$ cat src/adc_seq_pkg.sv
// Constants for the converter frame sequencer
// Operation
// Host pulses frame sync, which drives convert-start, one clock before each word.
// Continuous conversion uses burst mode with 16-bit words per frame.
// Host empties receive word before the next frame begins.
// Power-down uses 8-bit words so convert-start rises before conversion ends.
// Convert-start idles high in power-down until a wake-up frame.
// Transmit-pin drive sends word 0001 hex for continuous conversion.
// Transmit-pin drive sends word 00FF hex to force power-down.
// Continuous: convert-start high one clock during previous word's last bit.
// Continuous mode uses early framing, active-high frame sync.
// Single conversion: convert-start low for whole conversion, late active-low framing.
// Continuous frame sync may run independent of transmit writes.
// Internal clocks: transmit sync and clock feed receiver and converter.
// External clock: one convert signal and one clock feed both ends.
// External clock: port accepts outside receive clock and sync, 16-bit burst.
// Convert-start fall holds input, starts conversion, drives output low.
// Frame is three zeros, ten result bits, two sub-bits, trailing zero. Code uses four leading zeros and no trailing zero.
// Convert-start rising between 14th and 16th rising clock keeps continuous conversion.
// Rising between 3rd and 14th edge enters partial, then full power-down.
// Result is taken by dropping leading zeros, sub-bits and trailing bit. Code drops four leading bits and the sub-bits; there is no trailing bit.
// Each output bit is sampled on the rising edge after it changed.
package adc_seq_pkg;
  localparam int CLK_PERIOD_NS = 50;
  localparam int SCLK_PERIOD_NS = 400;
  localparam int SCLK_HALF_CYC = SCLK_PERIOD_NS / (2 * CLK_PERIOD_NS);
  localparam logic [4:0] FRAME_BITS = 5'h10;
  localparam logic [4:0] PD_BITS = 5'h08;
  localparam logic [4:0] LAST_LOW_EDGE = 5'h0F;
  localparam int RESULT_LSB = 2;
  localparam int RESULT_W = 10;
  localparam logic [3:0] CTRL_OFS = 4'h0;
  localparam logic [3:0] STATUS_OFS = 4'h4;
  localparam logic [3:0] DATA_OFS = 4'h8;
  localparam int CTRL_GO_BIT = 0;
  localparam int CTRL_OP_LSB = 1;
  localparam int ST_BUSY_BIT = 0;
  localparam int ST_VALID_BIT = 1;
  localparam int ST_OVR_BIT = 2;
  localparam int ST_PD_LSB = 3;
  localparam int DATA_SUB_LSB = 10;
  localparam int DATA_RAW_LSB = 16;
  typedef enum logic [1:0] {
    OP_SINGLE = 2'h0,
    OP_CONT = 2'h1,
    OP_PDOWN = 2'h2
  } op_t;
  localparam logic [1:0] OP_RESET = 2'h0;
  localparam logic [1:0] PD_NONE = 2'h0;
  localparam logic [1:0] PD_PARTIAL = 2'h1;
  localparam logic [1:0] PD_FULL = 2'h2;
endpackage

$ cat src/adc_frame_sequencer.sv
// Host sequencer: makes serial clock and convert-start, gathers frames
`timescale 1ns/10ps
module adc_frame_sequencer #(
  parameter int HALF_CYC = adc_seq_pkg::SCLK_HALF_CYC
) (
  input wire logic clk_i,
  input wire logic rst_i,
  input wire logic wb_cyc_i,
  input wire logic wb_stb_i,
  input wire logic wb_we_i,
  input wire logic [3:0] wb_adr_i,
  input wire logic [3:0] wb_sel_i,
  input wire logic [31:0] wb_dat_i,
  output logic [31:0] wb_dat_o,
  output logic wb_ack_o,
  output logic sclk_o,
  output logic convert_start_n_o,
  input wire logic serial_data_i
);
  typedef enum logic [1:0] {
    ST_IDLE = 2'b01,
    ST_RUN = 2'b10
  } state_t;

  state_t state_q, state_d;
  logic [7:0] div_q, div_d;
  logic sclk_q, sclk_d;
  logic cnv_n_q, cnv_n_d;
  logic [4:0] edge_q, edge_d;
  logic [15:0] shift_q, shift_d;
  logic [15:0] data_q, data_d;
  logic valid_q, valid_d;
  logic ovr_q, ovr_d;
  logic [1:0] pd_q, pd_d;
  logic [1:0] fop_q, fop_d;
  logic [1:0] op_q, op_d;
  logic ack_q, ack_d;
  logic [31:0] rdat_q, rdat_d;
  logic din_meta_q, din_q;
  logic tick, rise, fall, word_done;
  logic take, wr_ctrl, go, rd_data, rd_status;

  // Output pin crosses domains; second flop is the only reader of the first
  always_ff @(posedge clk_i) begin
    if (rst_i) begin
      din_meta_q <= 1'b0;
      din_q <= 1'b0;
    end else begin
      din_meta_q <= serial_data_i;
      din_q <= din_meta_q;
    end
  end

  // Bus: request taken the edge ack is sampled high
  always_comb begin
    ack_d = wb_cyc_i & wb_stb_i & ~ack_q;
    take = wb_cyc_i & wb_stb_i & ack_q;
    wr_ctrl = take & wb_we_i & wb_sel_i[0] & (wb_adr_i == adc_seq_pkg::CTRL_OFS);
    go = wr_ctrl & wb_dat_i[adc_seq_pkg::CTRL_GO_BIT];
    rd_data = take & ~wb_we_i & (wb_adr_i == adc_seq_pkg::DATA_OFS);
    rd_status = take & ~wb_we_i & (wb_adr_i == adc_seq_pkg::STATUS_OFS);
    op_d = op_q;
    if (wr_ctrl) begin
      op_d = wb_dat_i[adc_seq_pkg::CTRL_OP_LSB +: 2];
    end
    rdat_d = 32'h0000_0000;
    unique case (wb_adr_i)
      adc_seq_pkg::CTRL_OFS: begin
        rdat_d[adc_seq_pkg::CTRL_OP_LSB +: 2] = op_q;
      end
      adc_seq_pkg::STATUS_OFS: begin
        rdat_d[adc_seq_pkg::ST_BUSY_BIT] = (state_q == ST_RUN);
        rdat_d[adc_seq_pkg::ST_VALID_BIT] = valid_q;
        rdat_d[adc_seq_pkg::ST_OVR_BIT] = ovr_q;
        rdat_d[adc_seq_pkg::ST_PD_LSB +: 2] = pd_q;
      end
      adc_seq_pkg::DATA_OFS: begin
        // result extraction
        rdat_d[adc_seq_pkg::RESULT_W-1:0] =
          data_q[adc_seq_pkg::RESULT_LSB +: adc_seq_pkg::RESULT_W];
        rdat_d[adc_seq_pkg::DATA_SUB_LSB +: 2] = data_q[1:0];
        rdat_d[adc_seq_pkg::DATA_RAW_LSB +: 16] = data_q;
      end
      default: begin
        rdat_d = 32'h0000_0000;
      end
    endcase
  end

  always_ff @(posedge clk_i) begin
    if (rst_i) begin
      ack_q <= 1'b0;
      rdat_q <= 32'h0000_0000;
      op_q <= adc_seq_pkg::OP_RESET;
    end else begin
      ack_q <= ack_d;
      rdat_q <= rdat_d;
      op_q <= op_d;
    end
  end

  // Frame engine
  always_comb begin
    state_d = state_q;
    div_d = div_q;
    sclk_d = sclk_q;
    cnv_n_d = cnv_n_q;
    edge_d = edge_q;
    shift_d = shift_q;
    data_d = data_q;
    valid_d = valid_q;
    ovr_d = ovr_q;
    pd_d = pd_q;
    fop_d = fop_q;
    word_done = 1'b0;
    tick = (div_q == 8'(HALF_CYC - 1));
    rise = (state_q == ST_RUN) & tick & ~sclk_q;
    fall = (state_q == ST_RUN) & tick & sclk_q;
    // one clock drives pin and receiver
    if (state_q == ST_RUN) begin
      div_d = tick ? 8'h00 : div_q + 8'h01;
      if (tick) begin
        sclk_d = ~sclk_q;
      end
    end
    if (rise) begin
      edge_d = edge_q + 5'h01;
      // synced level is the bit set by the previous edge
      shift_d = {shift_q[14:0], din_q};
      // sixteen-bit word closes on the 16th rising edge
      if (edge_q == adc_seq_pkg::LAST_LOW_EDGE && fop_q != adc_seq_pkg::OP_PDOWN) begin
        word_done = 1'b1;
      end
    end
    if (fall) begin
      unique case (fop_q)
        adc_seq_pkg::OP_PDOWN: begin
          // release after 8th edge, well before the 14th
          if (edge_q == adc_seq_pkg::PD_BITS) begin
            cnv_n_d = 1'b1;
            state_d = ST_IDLE;
            pd_d = (pd_q == adc_seq_pkg::PD_NONE) ? adc_seq_pkg::PD_PARTIAL
                                                  : adc_seq_pkg::PD_FULL;
          end
        end
        adc_seq_pkg::OP_CONT: begin
          // one clock high spanning the 16th rising edge
          if (edge_q == adc_seq_pkg::LAST_LOW_EDGE) begin
            cnv_n_d = 1'b1;
          end else if (edge_q == adc_seq_pkg::FRAME_BITS) begin
            edge_d = 5'h00;
            // next frame starts without software help
            if (op_q == adc_seq_pkg::OP_CONT) begin
              cnv_n_d = 1'b0;
            end else begin
              state_d = ST_IDLE;
            end
          end
        end
        default: begin
          // low through the 16th falling edge
          if (edge_q == adc_seq_pkg::FRAME_BITS) begin
            cnv_n_d = 1'b1;
            state_d = ST_IDLE;
          end
        end
      endcase
    end
    // unread word is flagged; new data and set win over a clear
    if (rd_status) begin
      ovr_d = 1'b0;
    end
    if (rd_data) begin
      valid_d = 1'b0;
    end
    if (word_done) begin
      data_d = shift_d;
      valid_d = 1'b1;
      pd_d = adc_seq_pkg::PD_NONE;
      if (valid_q & ~rd_data) begin
        ovr_d = 1'b1;
      end
    end
    // convert-start falls from idle only on a deliberate start
    if (state_q == ST_IDLE && go) begin
      state_d = ST_RUN;
      cnv_n_d = 1'b0;
      div_d = 8'h00;
      sclk_d = 1'b0;
      edge_d = 5'h00;
      fop_d = wb_dat_i[adc_seq_pkg::CTRL_OP_LSB +: 2];
    end
  end

  always_ff @(posedge clk_i) begin
    if (rst_i) begin
      state_q <= ST_IDLE;
      div_q <= 8'h00;
      sclk_q <= 1'b0;
      cnv_n_q <= 1'b1;
      edge_q <= 5'h00;
      shift_q <= 16'h0000;
      data_q <= 16'h0000;
      valid_q <= 1'b0;
      ovr_q <= 1'b0;
      pd_q <= adc_seq_pkg::PD_NONE;
      fop_q <= adc_seq_pkg::OP_RESET;
    end else begin
      state_q <= state_d;
      div_q <= div_d;
      sclk_q <= sclk_d;
      cnv_n_q <= cnv_n_d;
      edge_q <= edge_d;
      shift_q <= shift_d;
      data_q <= data_d;
      valid_q <= valid_d;
      ovr_q <= ovr_d;
      pd_q <= pd_d;
      fop_q <= fop_d;
    end
  end

  assign wb_dat_o = rdat_q;
  assign wb_ack_o = ack_q;
  assign sclk_o = sclk_q;
  assign convert_start_n_o = cnv_n_q;
endmodule

$ cat config.mk
export PLATFORM = sky130hd
export DESIGN_NAME = adc_frame_sequencer
export DESIGN_NICKNAME = d
export VERILOG_FILES = /design/src/adc_seq_pkg.sv /design/src/adc_frame_sequencer.sv
export SDC_FILE = /design/constraint.sdc
export NUM_CORES = 1
export LEC_CHECK = 0
export BUFFER_PORTS_ARGS = -buffer_cell sky130_fd_sc_hd__buf_2
export CAP_MARGIN = 20
export CORE_ASPECT_RATIO = 0.6
export CORE_MARGIN = 3
export CORE_UTILIZATION = 56
export CTS_CLUSTER_DIAMETER = 30
export DETAILED_ROUTE_END_ITERATION = 8
export PLACE_DENSITY = 0.9
export SLEW_MARGIN = 20
export SYNTH_ARGS = -nofsm -noshare
export SYNTH_HDL_FRONTEND = slang
export SYNTH_SLANG_ARGS = --single-unit
$ cat constraint.sdc
create_clock -name clk_i -period 7.6 [get_ports clk_i]
set_clock_uncertainty 0.1 [all_clocks]
set_input_delay 1.14 -clock clk_i [delete_from_list [all_inputs] [get_ports clk_i]]
set_output_delay 1.14 -clock clk_i [all_outputs]
set_load 0.005 [all_outputs]
==> results of run 1 <==
power by group through the flow:
stage	registers, mW	clock network (mW)	logic, mW
2_1_floorplan	0.430	0	0.0100
3_3_place_gp	0.430	0	0.0144
3_5_place_dp	0.430	0	0.0149
6_report	0.420	0.307	0.0150
4_1_cts	0.420	0.312	0.0150
5_1_grt	0.420	0.332	0.0168
per-layer routing:
metal | wire [microns] | global-route usage | share of wire | up-vias
li1 | - | - | - | 1243
met1 | 2896 | 0.2625 | 0.46 | 1142
met2 | 2876 | 0.3328 | 0.46 | 76
met3 | 472 | 0.08833 | 0.075 | 6
met4 | 51 | 0.04362 | 0.0081 | 0
met5 | 0 | 0 | 0 | -
worst min-delay path: stages, from the launching register on:
cell     delay (ps)
dfxtp_1         310
nand2_1          50
a21oi_1          50
kinds of logic after synthesis:
kind of cell / share of synthesized area
multiplexers: 0.02227
flip-flops: 0.5089
other: 0.001192
adder cells (fa/ha/maj): 0.02386
XOR/XNOR: 0.02505
AND/OR/NAND/NOR: 0.2529
buffers and inverters: 0.06083
AO/OA/AOI/OAI: 0.1050
area by class of cell:
class | instances | area [sq um]
Fill cell | 413 | 1708
Sequential cell | 80 | 1602
Multi-Input combinational cell | 242 | 1371
Timing Repair Buffer | 45 | 227.7
Clock buffer | 11 | 141.4
Tap cell | 66 | 82.58
Clock inverter | 5 | 56.30
Inverter | 11 | 41.29
cell usage after synthesis, types with 2 or more instances:
library cell | n | area, sq um
nand2b_1 | 3 | 18.77
nor4_1 | 2 | 12.51
or3_1 | 3 | 18.77
nor2_1 | 25 | 93.84
xor2_1 | 5 | 43.79
xnor2_1 | 4 | 35.03
dfxtp_1 | 80 | 1602
nand3_1 | 3 | 15.01
inv_1 | 11 | 41.29
or4_1 | 3 | 22.52
or4bb_1 | 2 | 22.52
or2_2 | 2 | 12.51
or4_4 | 2 | 22.52
nor3_1 | 2 | 10.01
and2_1 | 16 | 100.1
a22oi_1 | 3 | 22.52
nor2b_1 | 6 | 37.54
nand4_1 | 3 | 18.77
mux2i_1 | 7 | 70.07
clkbuf_1 | 15 | 56.30
and3_1 | 3 | 18.77
a21oi_1 | 40 | 200.2
o21ai_0 | 4 | 20.02
nand2_1 | 74 | 277.8
nor4bb_1 | 2 | 20.02
ha_1 | 6 | 75.07
buf_4 | 11 | 82.58
layout by cell type (no fill, tap or decap), drive strengths merged, types with 2 or more instances in the layout:
cell,instances
a21boi,2
a21oi,40
a22oi,3
and2,16
and3,3
buf,45
clkbuf,11
clkinv,3
conb,4
dfxtp,80
ha,6
inv,11
mux2i,7
nand2,74
nand2b,3
nand3,3
nand4,3
nor2,25
nor2b,6
nor3,2
nor4,3
nor4bb,2
o21ai,4
or2,2
or3,3
or4,5
or4bb,2
xnor2,4
xor2,5
metrics by stage:
stage               hold WS (ps)  std cells  total power, mW
floorplan                  313.8        360           0.4397
global placement           326.6        444           0.4441
detailed placement         342.3        444           0.4447
CTS                        355.7        460           0.7464
global route               378.9        460           0.7685
finish                     353.4        460           0.7422
how the worst max path moves through the flow:
stage / cells after the start / end / startpoint / slack (ps)
after floorplan: 4 / convert_start_n_o$_SDFFE_PP1P_ / wb_adr_i[1] / 4970
after global placement: 4 / wb_dat_o[28]$_SDFF_PP0_ / rst_i / 4570
after detailed placement: 4 / wb_dat_o[17]$_SDFF_PP0_ / rst_i / 4490
after CTS: 7 / ovr_q$_SDFF_PP0_ / edge_q[0]$_SDFF_PP0_ / 4770
after global routing: 7 / ovr_q$_SDFF_PP0_ / edge_q[0]$_SDFF_PP0_ / 4480
final: 7 / ovr_q$_SDFF_PP0_ / edge_q[0]$_SDFF_PP0_ / 4790
sequential cells by signal, indices dropped and copies added, names as in the netlist, 2 cells and up:
register	count
shift_q	15
fop_q	2
pd_q	2
data_q	16
wb_dat_o	21
edge_q	5
div_q	8
op_q	2
state_q	2
==> results.md, run 1 <==
- Placed inst area: 3324 sq um
- Seq/Total Area, Yosys: 0.5089
- Syn Inst Count: 357
- Routed Antenna Nets: 0
- CP max-delay cell: nor4_4
- Worst-case clock buffer depth: 2
- Post-synth ARST share: 0
- Critical Path Fanout Max: 18
- Vias in the first global route: 2,309
- I/O Buffers: 44
- Synth Warn #: 0
- Post-CTS Setup Bufs: 0
- Net Sw Frac: 0.2127
- Ant. Diodes: 0
- First-pass GRT wire length: 10,540 microns
- Number of synthesized flops with an enable pin: 0
- Hold Vio Cnt, Final: 0
- PwrDens: between 200 and 250 nW/um^2
- RSZ-0062 raised after global routing: no
- Count of final max-slew check failures: 0
- Drt first pass iters: 4
- Vias per cell: 5.363
- Post_cts resized: 0
- Final core utilization: 0.6734
- Cts hold-fix bufs: 0
- Layout cells sized above 1: 0.1701
- RR Endpoint: ovr_q$_SDFF_PP0_
- Path depth of the worst reg2reg path: 7
- Final worst slack: ~4800 ps
- Hold endpoint: data_q[15]$_SDFFE_PP0P_
- Comb pwr share: 0.020
- FP Rows: 20
- Dpl hpwl: 4334 microns
- Io pins: 81
- Post-synthesis register bit count: 80
- CTS tree: yes
- Register share of total power: 0.566
- Area grow syn2layout: 11.93%
- Number of H-tree levels: 3
- RePlAce Congestion: 0.8692
- Crit path arrival time: 2990 ps
- Status: finished, final reports clean
- Hold Path Cell Cnt: 2
- RR Startpoint: edge_q[0]$_SDFF_PP0_
- Critical Path RT: between 7000 and 8000 ps
- CTS Root Cell: clkbuf_8
- Drt drc: 0
- Synth Flop Type: dfxtp_1
- Synth Cell Area: 3147 sq um
- Setup TNS: 0 ps
- CTS buffer count: 9
- CP Class: reg2reg
- DRT iter0 DRCs: 205
- Grt ovf: 0
- Routed wire length: 6297 microns
- Syn avg cell area: 8.814 sq um
- CP delay by family, top: simple AND/OR/NAND/NOR gates
- Final period util: 0.3695
- Post-route design area: around 3500 sq um
- Die Y: 64.07 microns
- Crit end category: flip-flop
- Peak VDD IR: 0.0001587 V
- All-Layer GR Usage: 0.2078
- Pre-CTS setup slack: 4485 ps
- Slowest stage delay, CP: 730 ps
- Core footprint: between 5000 and 6000 sq um
- Die area: roughly 6600 sq um
- Slew headroom: 0.3574
- CP startpoint kind: flip-flop
- Largest net degree at the start of global routing: 46
- Internal power: 0.5843 mW
- Routed length per instance: 13.69 microns
- Fin crit period: 2808 ps
- Clock sinks: 80
- NetSw: 0.1578 mW
- R2R setup slack: between 4000 and 5000 ps
- Crit path cell chain: ha_1 > and3_1 > ha_1 > or3b_2 > nor4_4 > o311ai_0 > a21oi_1
- Antenna violations before repair: 0
- WP buf/inv: 0
- # Max-Cap Violations: 0
- Leakage: 1.404 nW
- Clock slew at reported path FFs: 80 ps
- Vias: 2,467
- CP dominant cell by count: ha_1
- Starting Density: 0.6017
- Fmax: 356.1 MHz
- Setup violators final: 0
- Worst skew pair latency: 350 ps
- Distinct cell type count after synthesis: 47
- Worst min path class: reg2reg
- Worst Max-Slew Pin Slew: about 960 ps
- Hold_sp: data_q[15]$_SDFFE_PP0P_
- Die width: slightly above 100 microns
- Final net count: ~440
- Clock power frac: 0.414
No activity file was read; power rests on OpenSTA's default activity.
==> run 2, diff against run 1 <==
--- a/config.mk
+++ b/config.mk
@@ -9,10 +9,10 @@
 export CAP_MARGIN = 20
 export CORE_ASPECT_RATIO = 0.6
 export CORE_MARGIN = 3
-export CORE_UTILIZATION = 56
+export CORE_UTILIZATION = 47
 export CTS_CLUSTER_DIAMETER = 30
 export DETAILED_ROUTE_END_ITERATION = 8
-export PLACE_DENSITY = 0.9
+export PLACE_DENSITY = 0.81
 export SLEW_MARGIN = 20
 export SYNTH_ARGS = -nofsm -noshare
 export SYNTH_HDL_FRONTEND = slang
==> constraint.sdc (replaced) <==
create_clock -name clk_i -period 2.5 [get_ports clk_i]
set_clock_uncertainty 0.1 [all_clocks]
set_input_delay 0.375 -clock clk_i [delete_from_list [all_inputs] [get_ports clk_i]]
set_output_delay 0.375 -clock clk_i [all_outputs]
set_load 0.005 [all_outputs]
==> run 2 against run 1 <==
- register-to-register slack worse by 4700 ps
- maximum frequency up 16%
- utilization down 10 points
- critical endpoint is now data_q[3]$_SDFFE_PP0P_
==> results.md, run 2 (synthesis gave the netlist of run 1 again) <==
- Status: finished, final reports clean
- Core footprint: 6304 sq um (+21%)
- Drt first pass iters: 4 (unchanged)
- CTS Root Cell: clkbuf_8
- Clock slew at reported path FFs: 80 ps (about the same)
- First-pass GRT wire length: 10,520 microns (-0.13%)
- GRT met2 Usage: 0.2603 (-0.07251)
- Worst-case clock buffer depth: 2 (unchanged)
- DRT iter0 DRCs: 170 (-17%)
- Worst Max-Slew Pin Slew: 596.0 ps (-360.8 ps)
- Layout cells sized above 1: 0.1965 (+0.02647)
- Routed length per instance: 13.17 microns (-3.8%)
- Slew headroom: 0.6019 (+0.2445)
- Largest net degree at the start of global routing: 45 (-2.2%)
- Dpl hpwl: 4451 microns (+2.7%)
- RePlAce Congestion: 0.8282 (-4.7%)
- Die Y: 69.38 microns (+8.3%)
- Placed Instances: 470 (+5.9%)
- Worst skew pair latency: 350 ps (about the same)
- Final hold slack: 152.3 ps (-201.1 ps)
- Worst min path class: in2reg
- Fmax: 412.1 MHz (+16%)
- Critical Path Fanout Max: 17 (-1)
- Global route hottest layer: met2
- Hold Vio Cnt, Final: 0 (unchanged)
- Setup TNS: 0 ps (unchanged)
- Final period util: 0.9707 (+0.6013)
- Layout Cells excl Fill: 486 (+5.7%)
- I/O Buffers: 44 (unchanged)
- Pre-CTS setup slack: 46.59 ps (-4439 ps)
- Area grow syn2layout: 14.79%
- Io pins: 81 (unchanged)
- Final net count: 449 (+1.8%)
- Drt drc: 0 (unchanged)
- CP delay by family, top: simple AND/OR/NAND/NOR gates
- PwrDens: 603.2 nW/um^2 (+190%)
- CP startpoint kind: flip-flop
- Die width: 111.6 microns (+8.6%)
- Crit path cell chain: ha_1 > and3_1 > ha_1 > or3b_2 > or4_4 > buf_6 > nand2_1 > a21oi_1
- Die area: 7745 sq um (+18%)
- Grt ovf: 0 (unchanged)
- Vias in the first global route: 2,362 (+2.3%)
- CTS tree: yes
- Leakage: 1.446 nW (+3.0%)
- Clock sinks: 80 (unchanged)
- # Max-Cap Violations: 0 (unchanged)
- Routed wire length: 6402 microns (+1.7%)
- Placed inst area: 3420 sq um (+2.9%)
- Slowest stage delay, CP: 510 ps (-220 ps)
- Fin crit period: 2427 ps (-381.1 ps)
- Count of final max-slew check failures: 0 (unchanged)
- Final worst slack: 73.16 ps (-4719 ps)
- Max reg flops: 21 (unchanged)
- Cts hold-fix bufs: 0 (unchanged)
- WP buf/inv: 1 (+1)
- Post-route design area: 3612 sq um (+2.6%)
- Crit end category: flip-flop
- Vias per cell: 5.132 (-4.3%)
- Ant. Diodes: 0 (unchanged)
- Final core utilization: 0.5730 (-0.1004)
- CP Class: reg2reg
- CTS buffer count: 9 (unchanged)
- Vias: 2,494 (+1.1%)
- Met3 Resource Use GR: 0.05493 (-0.03341)
- Most common cell after layout, fill and taps aside: dfxtp_1
- Most frequent cells in the layout: dfxtp_1 (78), nand2_1 (74), buf_2 (44)
- Tot Pwr: 2.179 mW (+190%)
- Global Route met1 Usage: 0.2148 (-0.04776)
- Routed Antenna Nets: 0 (unchanged)
- All-Layer GR Usage: 0.1678 (-0.03998)
- Antenna violations before repair: 0 (unchanged)
- CP dominant cell by count: ha_1
- Critical Path RT: 2620 ps (-5160 ps)
- CP max-delay cell: or3b_2
- Starting Density: 0.4992 (-0.1025)
- Crit path arrival time: 2550 ps (-440 ps)
- FP Rows: 22 (+10%)
- Peak VDD IR: 0.0002494 V (+57%)
- Setup violators final: 0 (unchanged)
- Number of H-tree levels: 3 (unchanged)
==> run 2: cell count changes in the layout (fill, tap and decap cells not counted), moves of 2 or more <==
| cell | delta |
|---|---|
| dfxtp_2 | +2 |
| dfxtp_1 | -2 |
| clkinv_4 | +3 |
| buf_4 | +6 |
==> run 2: final timing paths <==
kind,end,slack [ps],cells past startpoint,start
worst max-delay path,data_q[3]$_SDFFE_PP0P_,70,8,edge_q[0]$_SDFF_PP0_
worst min-delay path,wb_ack_o$_SDFF_PP0_,150,3,wb_stb_i
worst max register to register,data_q[3]$_SDFFE_PP0P_,70,8,edge_q[0]$_SDFF_PP0_
worst min register to register,data_q[13]$_SDFFE_PP0P_,350,2,data_q[13]$_SDFFE_PP0P_
==> run 2: area by class of cell <==
type                            instances  area (sq um)
Multi-Input combinational cell        242          1375
Clock buffer                           10         137.6
Fill cell                             570          2691
Inverter                               11         41.29
Timing Repair Buffer                   53         304.0
Clock inverter                          6         45.04
Tap cell                               84         105.1
Sequential cell                        80          1604
==> run 2: timing repair <==
action	CTS	global route
setup endpoints to repair	0	17
gates resized for setup	0	4
setup buffers	0	0
==> run 2: tightest hold or removal path, delay by kind of cell <==
kind / cells / cell delay, ps
simple gates: 2 / 90
buf+inv: 1 / 100
==> run 2: power breakdown <==
group / internal, mW / leakage (nW) / switching [mW]
clock: 0.390 / 0.0962 / 0.464
sequential: 1.27 / 0.646 / 0.00128
combinational: 0.0159 / 0.704 / 0.0319
==> run 2: per-layer routing <==
| metal | wire (microns) | vias to the layer above |
|---|---|---|
| met5 | 0 | - |
| met4 | 106 | 0 |
| met3 | 416 | 8 |
| met2 | 2793 | 77 |
| met1 | 3085 | 1149 |
| li1 | - | 1260 |
==> run 3, diff against run 2 <==
--- a/config.mk
+++ b/config.mk
@@ -7,9 +7,11 @@
 export LEC_CHECK = 0
 export BUFFER_PORTS_ARGS = -buffer_cell sky130_fd_sc_hd__buf_2
 export CAP_MARGIN = 20
+export CELL_PAD_IN_SITES_DETAIL_PLACEMENT = 1
+export CELL_PAD_IN_SITES_GLOBAL_PLACEMENT = 1
 export CORE_ASPECT_RATIO = 0.6
 export CORE_MARGIN = 3
-export CORE_UTILIZATION = 47
+export CORE_UTILIZATION = 35
 export CTS_CLUSTER_DIAMETER = 30
 export DETAILED_ROUTE_END_ITERATION = 8
 export PLACE_DENSITY = 0.81
==> run 3 against run 2 <==
- cell area up 5.6%
- sequential share of layout area down 2.4 points
- sequential power about the same
- clock power up 71%
- die area up 32%
- total power up 28%
- first-iteration DRC count down 32%
- combinational power up 3%
==> results.md, run 3 (synthesis gave the netlist of run 1 again) <==
- Leakage: 1.525 nW (+5.4%)
- Layout cells sized above 1: 0.1980 (+0.001502)
- DRT iter0 DRCs: 116 (-32%)
- WP buf/inv: 1 (unchanged)
- Critical Path Fanout Max: 17 (unchanged)
- CP Class: reg2reg
- Die area: 10,200 sq um (+32%)
- Most frequent cells in the layout: dfxtp_1 (78), nand2_1 (74), buf_2 (44)
- CTS tree: yes
- All-Layer GR Usage: 0.1544 (-0.01336)
- CP max-delay cell: or3b_2
- Crit path cell chain: ha_1 > and3_1 > ha_1 > or3b_2 > or4_1 > buf_6 > nand2_1 > a21oi_1
- First-pass GRT wire length: 12,430 microns (+18%)
- Setup TNS: 0 ps (unchanged)
- Worst min path class: in2reg
- Worst Max-Slew Pin Slew: 600.4 ps (+4.452 ps)
- Critical Path RT: 2600 ps (-20 ps)
- RePlAce Congestion: 0.7419 (-10%)
- Cts hold-fix bufs: 0 (unchanged)
- Ant. Diodes: 0 (unchanged)
- Routed length per instance: 14.59 microns (+11%)
- Internal power: 2.230 mW (+33%)
- Slew headroom: 0.5943 (-0.007608)
- Max reg flops: 21 (unchanged)
- Io pins: 81 (unchanged)
- Worst-case clock buffer depth: 2 (unchanged)
- Comb pwr share: 0.018 (-0.004)
- Die Y: 79.45 microns (+15%)
- CP startpoint kind: flip-flop
- Dpl hpwl: 5401 microns (+21%)
- Drt first pass iters: 4 (unchanged)
- Tot Pwr: 2.787 mW (+28%)
- Clock sinks: 80 (unchanged)
- CTS buffer count: 9 (unchanged)
- Clock slew at reported path FFs: 60 ps (-20 ps)
- Vias per cell: 4.886 (-4.8%)
- FP Rows: 26 (+18%)
- Final period util: 0.9579 (-0.01282)
- Fmax: 417.6 MHz (+1.3%)
- Net Sw Frac: 0.1998 (-0.02859)
- Peak VDD IR: 0.0003333 V (+34%)
- # Max-Cap Violations: 0 (unchanged)
- Largest net degree at the start of global routing: 38 (-16%)
- Status: finished, final reports clean
- Routed Antenna Nets: 0 (unchanged)
- NetSw: 0.5568 mW (+12%)
- CTS Root Cell: clkbuf_16
- RSZ-0062 raised after global routing: no
- Grt ovf: 0 (unchanged)
- Area grow syn2layout: 21.23%
- Register share of total power: 0.459 (-0.127)
- Core footprint: 8621 sq um (+37%)
- Crit end category: flip-flop
- Worst skew pair latency: 330 ps (-20 ps)
- Die width: 128.4 microns (+15%)
- Fillers: 1,001 (+76%)
- PwrDens: 730.5 nW/um^2 (+21%)
- Post_cts resized: 0 (unchanged)
- Post-CTS Setup Bufs: 0 (unchanged)
- Routed wire length: 7528 microns (+18%)
- Starting Density: 0.3650 (-0.1342)
- Antenna violations before repair: 0 (unchanged)
- Vias: 2,521 (+1.1%)
- CP dominant cell by count: ha_1
- Vias in the first global route: 2,615 (+11%)
- Drt drc: 0 (unchanged)
- Final net count: 451 (+0.45%)
- Number of H-tree levels: 3 (unchanged)
- Hold Vio Cnt, Final: 0 (unchanged)
- Most common cell after layout, fill and taps aside: dfxtp_1
- I/O Buffers: 44 (unchanged)
- Fin crit period: 2395 ps (-32.06 ps)
- CP delay by family, top: simple AND/OR/NAND/NOR gates
- Setup violators final: 0 (unchanged)
- Slowest stage delay, CP: 500 ps (about the same)
- Clock power frac: 0.524 (+0.132)
- Crit path arrival time: 2490 ps (-60 ps)
- Count of final max-slew check failures: 0 (unchanged)
==> run 3: cell types whose count changed in the layout (fill, tap and decap cells not counted), sizes merged <==
cell,delta
clkbuf,+1
bufinv,+2
clkinv,-5
inv,+2
buf,+2
==> run 3: power groups by stage <==
stage               Sequential, mW  Clock [mW]  Combinational, mW
floorplan                     1.31           0             0.0305
global placement              1.31           0             0.0477
detailed placement            1.31           0             0.0492
CTS                           1.28        1.49             0.0494
global route                  1.28        1.55             0.0553
finish                        1.28        1.46             0.0494
==> run 3: final cells by class <==
cell class	count	area [sq um]	area share
flip-flops and latches	80	1604	0.4205
multi-input cells	242	1371	0.3595
repair buffers	55	319.1	0.08363
clock buffers	11	252.7	0.06625
well taps	112	140.1	0.03673
clock inverters	5	86.33	0.02263
inverters	11	41.29	0.01082
==> run 3: per-stage QoR <==
stage | setup WS (ps) | hold slack, ps | instance area [sq um] | instances | utilization
2_1_floorplan | 60.54 | 313.8 | 3158 | 360 | -
4_1_cts | 17.89 | 147.0 | 3809 | 516 | 0.4418
5_1_grt | 8.214 | 171.4 | 3815 | 516 | 0.4425
3_5_place_dp | 34.82 | 340.3 | 3470 | 500 | 0.4025
3_3_place_gp | 101.6 | 334.5 | 3470 | 500 | 0.4025
6_report | 105.2 | 154.5 | 3815 | 516 | 0.4425
==> run 3: per-layer routing <==
layer / vias up / track usage / wire length [microns]
met1: 1201 / 0.1915 / 3683
met2: 48 / 0.2586 / 3436
met5: - / 0 / 0
met3: 10 / 0.04880 / 331
met4: 0 / 0.04449 / 77
li1: 1262 / - / -
==> run 3: final timing paths <==
check	start	endpoint	slack [ps]	cells after the start
worst max register to register	edge_q[0]$_SDFF_PP0_	data_q[9]$_SDFFE_PP0P_	110	8
worst min-delay path	serial_data_i	din_meta_q$_SDFF_PP0_	150	2
worst min register to register	data_q[15]$_SDFFE_PP0P_	data_q[15]$_SDFFE_PP0P_	350	2
worst max-delay path	edge_q[0]$_SDFF_PP0_	data_q[9]$_SDFFE_PP0P_	110	8
